`src/cbo_pkg.sv`:
```
// Package for the channel bit output port: widths, reset values, structs.
// Assumes a single system clock domain; no software-visible registers.
package cbo_pkg;
    localparam int          CBO_NUM_CH      = 8;
    localparam int          CBO_CH_W        = 3;
    localparam int          CBO_LINES       = 8;
    localparam int          CBO_LOW_W       = 4;
    localparam int          CBO_DRV_PORTS   = 4;
    localparam logic [7:0]  CBO_VALUE_RST   = 8'h00;
    localparam logic        CBO_UPPER_RST   = 1'b1;

    // Write of one channel's stored value
    typedef struct packed {
        logic                valid;
        logic [CBO_CH_W-1:0] chan;
        logic [7:0]          value;
    } cbo_wr_t;

    // Sweep activity reported by the measurement sequencer
    typedef struct packed {
        logic                start;
        logic [CBO_CH_W-1:0] chan;
        logic                idle;
    } cbo_sweep_t;
endpackage

```
`src/cbo_port.sv`:
```
// Top of the auxiliary connector output port.
// Assumes sweep, write and select inputs are synchronous to i_mclk.
`timescale 1ns/1ps
module cbo_port #(
    parameter int NUM_CH = cbo_pkg::CBO_NUM_CH,
    parameter int CH_W   = cbo_pkg::CBO_CH_W
) (
    input  wire logic                              i_mclk,
    input  wire logic                              i_sys_rst,
    input  wire cbo_pkg::cbo_wr_t                  i_wr,
    input  wire logic [CH_W-1:0]                   i_query_chan,
    output logic [7:0]                             o_query_value,
    input  wire cbo_pkg::cbo_sweep_t               i_sweep,
    input  wire logic                              i_upper_line_source_select,
    input  wire logic                              i_upper_select_wr,
    input  wire logic [cbo_pkg::CBO_DRV_PORTS-1:0] i_drive_port,
    output logic                                   o_upper_line_source_select,
    output logic [cbo_pkg::CBO_LINES-1:0]          o_aux_connector_output_value
);
    import cbo_pkg::*;

    logic [7:0]                  sweep_value;
    logic [CH_W-1:0]             shown_chan_reg;
    logic [CH_W-1:0]             shown_chan_next;
    logic [7:0]                  ch_value_reg;
    logic [7:0]                  ch_value_next;
    logic                        sel_reg;
    logic                        sel_next;
    logic [CBO_LINES-1:0]        lines_reg;
    logic [CBO_LINES-1:0]        lines_next;
    logic [7:0]                  query_reg;

    // Second read port: the query side must not disturb the sweep read
    logic [7:0]                  query_value;

    cbo_store #(
        .NUM_CH (NUM_CH),
        .CH_W   (CH_W)
    ) u_store (
        .i_mclk     (i_mclk),
        .i_sys_rst  (i_sys_rst),
        .i_wr       (i_wr),
        .i_rd_chan  (i_sweep.chan),
        .o_rd_value (sweep_value)
    );

    // Mirror store for queries keeps one read port per copy
    cbo_store #(
        .NUM_CH (NUM_CH),
        .CH_W   (CH_W)
    ) u_query (
        .i_mclk     (i_mclk),
        .i_sys_rst  (i_sys_rst),
        .i_wr       (i_wr),
        .i_rd_chan  (i_query_chan),
        .o_rd_value (query_value)
    );

    function automatic logic [CBO_LINES-1:0] map_lines(input logic [7:0] v, input logic sel,
                                                       input logic [CBO_DRV_PORTS-1:0] drv);
        logic [CBO_LINES-1:0] r;
        r = v;
        if (!sel) begin
            r[CBO_LINES-1:CBO_LOW_W] = drv;
        end
        return r;
    endfunction

    always_comb begin
        shown_chan_next = shown_chan_reg;
        ch_value_next   = ch_value_reg;
        sel_next        = sel_reg;
        if (i_upper_select_wr) begin
            sel_next = i_upper_line_source_select;
        end
        // Idle only blocks new sweeps; a stored write never moves the lines by itself
        if (i_sweep.start && !i_sweep.idle) begin
            shown_chan_next = i_sweep.chan;
            ch_value_next   = sweep_value;
        end
        // Lines change on sweep events, on a select change, and every cycle while drive ports are shown; else held
        lines_next = map_lines(ch_value_next, sel_next, i_drive_port);
        if (!(i_sweep.start && !i_sweep.idle) && sel_next == sel_reg && sel_reg) begin
            lines_next = lines_reg;
        end
    end

    always_ff @(posedge i_mclk or posedge i_sys_rst) begin
        if (i_sys_rst) begin
            shown_chan_reg <= '0;
            ch_value_reg   <= CBO_VALUE_RST;
            sel_reg        <= CBO_UPPER_RST;
            lines_reg      <= '0;
            query_reg      <= CBO_VALUE_RST;
        end else begin
            shown_chan_reg <= shown_chan_next;
            ch_value_reg   <= ch_value_next;
            sel_reg        <= sel_next;
            lines_reg      <= lines_next;
            query_reg      <= query_value;
        end
    end

    assign o_aux_connector_output_value = lines_reg;
    assign o_upper_line_source_select   = sel_reg;
    assign o_query_value                = query_reg;
endmodule

```
`src/cbo_store.sv`:
```
// Per-channel value store with an indexed write port and a read port.
// Assumes writes arrive from logic on the same clock.
`timescale 1ns/1ps
module cbo_store #(
    parameter int NUM_CH = cbo_pkg::CBO_NUM_CH,
    parameter int CH_W   = cbo_pkg::CBO_CH_W
) (
    input  wire logic             i_mclk,
    input  wire logic             i_sys_rst,
    input  wire cbo_pkg::cbo_wr_t i_wr,
    input  wire logic [CH_W-1:0]  i_rd_chan,
    output logic [7:0]            o_rd_value
);
    import cbo_pkg::*;

    logic [7:0] mem_reg  [NUM_CH];
    logic [7:0] mem_next [NUM_CH];

    always_comb begin
        for (int i = 0; i < NUM_CH; i++) begin
            mem_next[i] = mem_reg[i];
        end
        if (i_wr.valid) begin
            mem_next[i_wr.chan] = i_wr.value;
        end
    end

    always_ff @(posedge i_mclk or posedge i_sys_rst) begin
        if (i_sys_rst) begin
            for (int i = 0; i < NUM_CH; i++) begin
                mem_reg[i] <= CBO_VALUE_RST;
            end
        end else begin
            mem_reg <= mem_next;
        end
    end

    assign o_rd_value = mem_reg[i_rd_chan];
endmodule

```
`config.mk`:
```
export PLATFORM = sky130hd
export DESIGN_NAME = cbo_port
export DESIGN_NICKNAME = d
export VERILOG_FILES = /design/src/cbo_pkg.sv /design/src/cbo_port.sv /design/src/cbo_store.sv
export SDC_FILE = /design/constraint.sdc
export NUM_CORES = 1
export LEC_CHECK = 0
export BUFFER_PORTS_ARGS = -buffer_cell sky130_fd_sc_hd__buf_2
export CAP_MARGIN = 20
export CORE_MARGIN = 5
export CORE_UTILIZATION = 38
export CTS_CLUSTER_SIZE = 14
export DETAILED_ROUTE_END_ITERATION = 8
export PLACE_DENSITY = 0.58
export SYNTH_ARGS = -nofsm -noshare
export SYNTH_HDL_FRONTEND = slang
export SYNTH_SLANG_ARGS = --single-unit
export TNS_END_PERCENT = 1
```
`constraint.sdc`:
```
create_clock -name i_mclk -period 6.3 [get_ports i_mclk]
set_input_delay 0.63 -clock i_mclk [delete_from_list [all_inputs] [get_ports i_mclk]]
set_output_delay 0.63 -clock i_mclk [all_outputs]
set_load 0.01 [all_outputs]
```
**Word-level counts from Yosys, hierarchy flattened**

Cells that the tools add are included.

- Magnitude comparators: 4
- Eq/ne operators: 1
- Multiplexer cells: 13
- Bitwise operators: 3
- Reductions and logical operators: 6

Operators by type and width:

| kind | count |
|---|---|
| $bwmux W64 | 2 |
| $bmux W8 S3 | 2 |
| $mux W8 | 6 |
| $demux W8 S3 | 1 |
| $ge A4 B4 Y1 const B | 3 |
| $not A3 Y4 | 3 |
| $logic_and A1 B1 Y1 | 4 |
| $lt A4 B1 Y1 const B | 1 |
| $mux W4 | 1 |
| $logic_not A1 Y1 | 2 |
| $eq A1 B1 Y1 | 1 |
| $mux W1 | 1 |

- Register bits: 153
- Input bits: 28
- Output and inout port bits: 17
- Logic and storage cells: 47

**Longest topological paths before layout**

Gate-level depths: netlist of the first run.

- Depth after elaboration: 6
- Depth in mapped cells: 5
- Mapped depth without buffers: 4

**Hierarchy**

Synthesis of the first run repeated with hierarchy kept, for this count alone.

- Cell total of the unflattened synthesis: 412
- Area, all modules: 6979.2 um^2

By module, submodules not included:

| module | instances | cells each | area an instance (um^2) | sequential area each (um^2) |
|---|---|---|---|---|
| cbo_store | 2 | 173 | 3009.1 | 1601.5 |
| cbo_port | 1 | 66 | 960.9 | 626.9 |

**Least setup slack after synthesis of the first run**

Ideal clock, no wire load.

- Path type: input-to-reg
- Start point: input i_wr[8] in the netlist's numbering
- End point: register u_store.mem_reg[56] in the netlist's numbering
- Setup time: 0.125 ns
- Arrival time: 1.668 ns
- Data required time: 6.175 ns
- Setup slack: 4.508 ns
- Stages: 4
- Buffers on the path: 1
- Path through: buf_2 -> nand2b_4 -> nor3_2 -> mux2_2

- Word-level cells in the longest chain between the ends: 6
- Elaborated cells on any way between the ends: 7
- Classes of those cells: order compare: 2; mux: 3; bitwise: 1; reduce/logical: 1

RTL lines:

| what | RTL line | source |
|---|---|---|
| start, declared | cbo_port.sv:10 | `input wire cbo_pkg::cbo_wr_t i_wr,` |
| $not A3 Y4 (implied by the code) * | cbo_store.sv:24 | `mem_next[i_wr.chan] = i_wr.value;` |
| $ge A4 B4 Y1 (implied by the code) / $lt A4 B1 Y1 (equally long branches) | cbo_store.sv:24 |  |
| $logic_and A1 B1 Y1 (implied by the code) | cbo_store.sv:24 |  |
| $mux W8 (implied by the code) | cbo_store.sv:24 |  |
| $demux W8 S3 * | cbo_store.sv:24 |  |
| $bwmux W64 * | cbo_store.sv:24 |  |
| end signal, assigned | cbo_store.sv:34 | `mem_reg <= mem_next;` |
| end, declared | cbo_store.sv:16 | `logic [7:0] mem_reg [NUM_CH];` |

Every way passes the cells marked *; elsewhere a longest branch is shown, timed or not.
A chain may end at the register's enable or synchronous reset.

**Final worst setup path of the first run**

- Start point: register sel_reg, in the netlist o_upper_line_source_select
- End point: output o_upper_line_source_select

RTL lines:

| what | RTL line | source |
|---|---|---|
| start, declared | cbo_port.sv:27 | `logic sel_reg;` |
| start signal, assigned | cbo_port.sv:98 | `sel_reg <= sel_next;` |
| end, declared | cbo_port.sv:17 | `output logic o_upper_line_source_select,` |

No word-level cell between the ends.

==> results of run 1 <==
-- worst max-delay path by stage --
| stage | end | slack [ns] |
|---|---|---|
| 6_report | o_upper_line_source_select | 4.48 |
| 5_1_grt | o_upper_line_source_select | 4.41 |
| 4_1_cts | u_query.mem_reg[54] | 4.45 |
| 3_5_place_dp | u_query.mem_reg[55] | 4.10 |
| 3_3_place_gp | o_aux_connector_output_value[4] | 4.07 |
| 2_1_floorplan | ch_value_reg[0] | 3.36 |
-- logic make-up after synthesis --
family                 count (synthesis)  share of synthesized area, %
muxes                                113                          38.0
DFF                                   89                          50.4
and+or+nand+nor                       31                          5.23
AOI/OAI and AO/OA                     28                          3.62
buffers and inverters                 22                          2.77
-- synthesized netlist by cell type, drive strengths merged --
master / count
nor3: 2
nand4b: 3
a31oi: 4
a211oi: 4
and2: 1
and3: 4
mux2: 73
nand2: 6
nor2: 4
nor2b: 1
dfrtp: 88
nor3b: 2
a21oi: 12
mux4: 32
nor4bb: 4
o22ai: 4
inv: 5
clkbuf: 5
nand2b: 3
buf: 12
nand4: 1
mux2i: 8
o21ai: 4
dfstp: 1
-- through the flow --
stage	cells	total power, mW	cell area, um2	utilization [%]	hold WS [ns]
after floorplan	283	1.03	4430	-	0.450
after global placement	454	1.13	4730	41.4	0.467
after detailed placement	455	1.14	4740	41.5	0.479
after CTS	471	1.66	5030	44.0	0.421
after global routing	471	1.73	5030	44.0	0.460
final	471	1.63	5030	44.0	0.392
-- layout by cell type (no fill, tap or decap) --
master,n
mux2i_1,8
nor2b_1,1
buf_6,1
nor3_2,2
nand2b_1,2
clkbuf_1,2
mux2_2,73
mux4_2,16
nor3b_4,2
and3_1,4
buf_2,44
nand4b_1,3
a31oi_1,4
nand2_1,6
clkbuf_16,9
dfrtp_1,88
a21oi_1,12
dfstp_2,1
clkbuf_8,3
nand2b_4,1
nor2_1,4
o21ai_0,4
nor4bb_1,4
mux4_1,16
buf_4,1
nand4_1,1
clkinvlp_4,1
o22ai_1,4
clkinv_2,2
a211oi_1,4
and2_1,1
inv_1,4
-- layout make-up --
type,count,share of cell area [%]
clock buffer,14,5.45
multi-input combinational,172,41.3
timing repair buffer,46,4.75
sequential,89,44.3
clock inverter,2,0.249
tap,143,3.56
inverter,5,0.398
-- power by group through the flow --
| stage | Clock [mW] | Sequential (mW) | Combinational, mW |
|---|---|---|---|
| 4_1_cts | 0.525 | 0.785 | 0.350 |
| 3_5_place_dp | 0 | 0.795 | 0.349 |
| 5_1_grt | 0.547 | 0.802 | 0.377 |
| 6_report | 0.506 | 0.784 | 0.345 |
| 2_1_floorplan | 0 | 0.777 | 0.256 |
| 3_3_place_gp | 0 | 0.792 | 0.342 |
-- layer usage --
| layer | global-route usage (%) | share of wire [%] | up-vias |
|---|---|---|---|
| li1 | - | - | 1180 |
| met1 | 19.6 | 47 | 1364 |
| met2 | 22.5 | 48 | 55 |
| met4 | 3.44 | 1.0 | 0 |
| met5 | 0 | 0 | - |
| met3 | 3.70 | 3.8 | 7 |
==> metrics.md, run 1 <==
| Metric | Value |
|---|---|
| Ant diodes | 0 |
| I/O pin count | 45 |
| CTS-repair resized insts | 0 |
| Antenna viol nets, final | 0 |
| CP peak stage delay | 0.68 ns |
| Critical Path Slowest Stage Cell | dfstp_2 |
| Clock Path Buffers | 2 |
| Critical path, cell by cell | buf_2 |
| DR iter-0 viols | 132 |
| Reg-to-Reg Start | u_store.mem_reg[8] |
| Post-DP HPWL | 6290 um |
| Fill cell count | 1051 |
| R2R Setup Slk | 4.87 ns |
| Avg Cell Area, Syn | 15.6 um2 |
| Pre-CTS setup slack | 4.10 ns |
| Grt ovf | 0 |
| Critical Path Fanout Max | 15 |
| Synth warnings | 0 |
| Postcts setup bufs | 0 |
| Routability congestion estimate from global placement | 0.756 |
| #FFs+latches synth | 89 |
| Die X | 118 um |
| Net Sw Frac | 26.0% |
| Initial core utilization | 38.8% |
| Rel. slew slack | 34.8% |
| Fmax | 549 MHz |
| Vias in the first global route | 2729 |
| Part of the power in registers | 48.0% |
| CTS tree | yes |
| Maximum VDD drop | 0.000161 V |
| H-tree depth | 3 |
| Multi-input combinational cell area | 0.00207 mm2 |
| Fin nets | 351 |
| CTS buffer count | 9 |
| IO Port Bufs | 44 |
| First drt pass iteration count | 4 |
| Clock-pin slew on the worst setup and hold paths | 0.06 ns |
| Core Rows | 39 |
| Register area share after synthesis | 50.4% |
| WS Path Type | reg -> out |
| Worst path depth | 1 |
| Synth Instances | 283 |
| CTS root buf | clkbuf_16 |
| Pint | 1.21 mW |
| Fin worst setup slack | 4.48 ns |
| Tcrit/Tclk final | 28.9% |
| Distinct cell type count after synthesis | 30 |
| Drt drc | 0 |
| Final Skew | 0.00652 ns |
| Crit path launch | o_upper_line_source_select |
| Leakage | 2.18 nW |
| Net count after synthesis | 311 |
| Initial antenna violation count | 0 |
| Die area | 0.0139 mm2 |
| FF/Latch Area | 0.00223 mm2 |
| Die Span Y | 118 um |
| Switching power | 425 uW |
| Power Density | 325 mW/mm2 |
| Clk pwr share | 31.0% |
| Setup violations, final | 0 |
| Post-DR wirelength/cell | 20.3 um |
| Pin count of the biggest net entering global routing | 49 |
| Max cap viols | 0 |
| Cells taking the most area after synthesis | dfrtp_1 50%, mux2_2 19%, mux4_1 9.5% |
| Slew Viols, Final | 0 |
| R2R Path End | o_aux_connector_output_value[0] |
| Skew-Pair Late Insertion Delay | 0.33 ns |
| Worst slew pin tran | 0.973 ns |
| Final hold violations | 0 |
| Data arrival time of the critical path | 1.19 ns |
| Layout Area Growth over Synthesis | 13.6% |
| Worst min path class | in -> async |
| Cell family with most CP delay | flip-flops |
| Vias | 2606 |
| Via/cell ratio | 5.53 |
| GRT Total Usage | 14.2% |
| Fin crit period | 1.82 ns |
| Req. time, crit path | 5.67 ns |
| Num Clock Sinks | 89 |
| RSZ-0062 raised after global routing | false |
| Post-Syn Area | 0.00443 mm2 |
| Proportion of layout cells with a drive suffix above 1 | 47.6% |
| Worst setup SP type | flop |
| Worst R2R Path Depth | 3 |
| Status | finished clean |
| Synth top area share | 49.8% |
| Number of hold buffers added after CTS | 0 |
| Combinational Power Share | 21.1% |
| Setup TNS | 0 ns |
| First-pass GRT wire length | 15500 um |
| Core area | 0.0114 mm2 |
| Leading area contributor after synthesis | dfrtp_1 |
| WL final | 9550 um |
| Crit path capture type | primary output |
| Largest register FFs | 56 |
| CP bufs+invs | 1 |
(Power assumes the default switching activity.)
==> inputs of run 2 (changes only) <==
ABC_AREA = 1   (was unset)
PLACE_DENSITY = 0.6   (was 0.58)
clock period = 1.6 ns   (was 6.3 ns; I/O delays follow)
==> run 2 against run 1 <==
- clock skew hardly changed
- non-clock buffer count is 10 higher
- die area is 0.81% higher
- hold slack worse by 0.35 ns
- final area is 2.5% higher
- count of clock-buffer cells in the layout is 4 lower
- flip-flop and latch count stayed put
- combinational power grew to 3.4 times the previous value
- via count is 50% higher
- largest power group unchanged
- highest routed layer unchanged
==> metrics.md, run 2 <==
| Metric | Value |
|---|---|
| Post-DP HPWL | 8260 um |
| Fill cell count | 1126 |
| Leading area contributor after synthesis | dfrtp_1 |
| Die Span Y | 118 um |
| Antenna viol nets, final | 0 |
| Fin crit period | 1.29 ns |
| Fin worst setup slack | 0.311 ns |
| Post-synth EDFFs | 0 |
| Post-Syn Area | 0.00446 mm2 |
| First-pass GRT wire length | 19200 um |
| Most frequent cells after synthesis | 165 x nand2_1, 105 x o21ai_0, 88 x dfrtp_1 |
| Tcrit/Tclk final | 80.5% |
| #FFs+latches synth | 89 |
| Core area | 0.0115 mm2 |
| CTS buffer count | 9 |
| Max cap viols | 0 |
| Vias | 3916 |
| Data arrival time of the critical path | 1.52 ns |
| Post-DR wirelength/cell | 15.3 um |
| Count leader, synth | nand2_1 |
| Synth Instances | 577 |
| Vias in the first global route | 3678 |
| Die X | 118 um |
| Postcts setup bufs | 0 |
| Leakage | 2.55 nW |
| Tot Pwr | 6.24 mW |
| Req. time, crit path | 1.83 ns |
| Setup violations, final | 0 |
| Initial antenna violation count | 0 |
| FF/Latch Area | 0.00223 mm2 |
| Synth warnings | 0 |
| Fmax | 776 MHz |
| Power Density | 1210 mW/mm2 |
| Multi-input combinational cell area | 0.00183 mm2 |
| I/O pin count | 45 |
| Cells taking the most area after synthesis | dfrtp_1 49%, nand2_1 14%, o21ai_0 12% |
| IO Port Bufs | 44 |
| Synth top area share | 49.3% |
| Core Rows | 39 |
| Async SR Flop Fraction | 100% |
| Crit path capture type | flop |
| Via/cell ratio | 5.13 |
| Proportion of layout cells with a drive suffix above 1 | 14.0% |
| Distinct cell type count after synthesis | 24 |
| Fin nets | 644 |
| Worst slew pin tran | 0.619 ns |
| Grt ovf | 0 |
| Rel. slew slack | 58.6% |
| Register area share after synthesis | 49.9% |
| Clock-pin slew on the worst setup and hold paths | 0.06 ns |
| Final hold violations | 0 |
| Num Clock Sinks | 89 |
| Net count after synthesis | 605 |
| Drt drc | 0 |
| CTS root buf | clkbuf_16 |
| WS Path Type | reg -> reg |
| Pre-CTS setup slack | 0.273 ns |
| Status | finished clean |
| Most frequent cells in the layout | 165 x nand2_1, 105 x o21ai_0, 88 x dfrtp_1 |
| Routability congestion estimate from global placement | 0.910 |
| Ant diodes | 0 |
| Maximum VDD drop | 0.000654 V |
| Skew-Pair Late Insertion Delay | 0.34 ns |
| Clock Path Buffers | 2 |
| Slew Viols, Final | 0 |
| DR iter-0 viols | 335 |
| CTS tree | yes |
| Worst min path class | in -> reg |
| Critical Path Fanout Max | 9 |
| Avg Cell Area, Syn | 7.74 um2 |
| Layout Area Growth over Synthesis | 15.5% |
| WHS | 0.0417 ns |
| Die area | 0.0140 mm2 |
| Final Skew | 0.00683 ns |
| First drt pass iteration count | 5 |
| Setup TNS | 0 ns |
| Initial core utilization | 38.9% |
| Most common cell after layout, fill and taps aside | nand2_1 |
| H-tree depth | 3 |
| RSZ-0062 raised after global routing | false |
| Largest register FFs | 56 |
| Post-synth top flop | dfrtp_1 |
| WL final | 11700 um |
| Worst setup SP type | flop |
| GRT Total Usage | 16.7% |
| Pin count of the biggest net entering global routing | 90 |
## run 2: path summary, 6_finish.rpt
check	endpoint	slack, ns	depth (start not counted)	from
max	o_aux_connector_output_value[4]	0.31	7	o_upper_line_source_select
min	u_store.mem_reg[1]	0.04	3	i_wr[1]
max reg2reg	o_aux_connector_output_value[4]	0.31	7	o_upper_line_source_select
min reg2reg	o_aux_connector_output_value[2]	0.47	2	o_aux_connector_output_value[2]
max in group asynchronous	u_store.mem_reg[61]	0.72	4	i_sys_rst
min in group asynchronous	o_query_value[4]	0.49	4	i_sys_rst
## run 2: power breakdown
part | total [mW] | leakage (nW) | internal (mW) | switching, mW
combinational | 1.17 | 1.30 | 0.445 | 0.723
clock | 2.16 | 0.141 | 1.26 | 0.900
sequential | 2.92 | 1.10 | 2.66 | 0.258
total | 6.24 | 2.55 | 4.36 | 1.88
## run 2: critical path, cell delays in order (launching register included)
cell and delay (ns):
dfstp_2 0.56, inv_1 0.07, o21ai_4 0.15, nand3_4 0.14, o21ai_0 0.10, inv_1 0.07
nand2_1 0.06, nand2_1 0.04
## run 2: cell type report
type / instances / share of cell area [%]
Sequential cell: 89 / 43.2
Multi-Input combinational cell: 392 / 35.6
Timing Repair Buffer: 56 / 6.80
Inverter: 68 / 5.02
Clock buffer: 10 / 4.64
Tap cell: 143 / 3.47
Clock inverter: 6 / 1.29
## run 2: cell families after synthesis
| family | after synthesis | synth area share (%) |
|---|---|---|
| AO/OA/AOI/OAI | 152 | 18.3 |
| flip-flops | 89 | 49.9 |
| AND/OR/NAND/NOR | 240 | 22.8 |
| buffers and inverters | 96 | 9.02 |
## run 2: metal layers
metal,vias to the layer above,GRT usage (%),wire (um)
met5,-,0,0
met4,0,5.81,169
met3,12,3.44,732
met2,137,25.0,5170
met1,1812,24.2,5600
li1,1955,-,-
## run 2: metrics by stage
| stage | instances | util (%) | cell area, um2 |
|---|---|---|---|
| floorplan | 577 | - | 4470 |
| global placement | 747 | 42.2 | 4840 |
| detailed placement | 747 | 42.2 | 4840 |
| CTS | 764 | 45.0 | 5150 |
| global route | 764 | 45.0 | 5150 |
| finish | 764 | 45.0 | 5150 |
## run 2: timing repair
item / 4_1_cts / 5_1_grt
hold buffers: 1 / 0
gates resized for setup: 0 / 0
hold endpoints to repair: 88 / 0
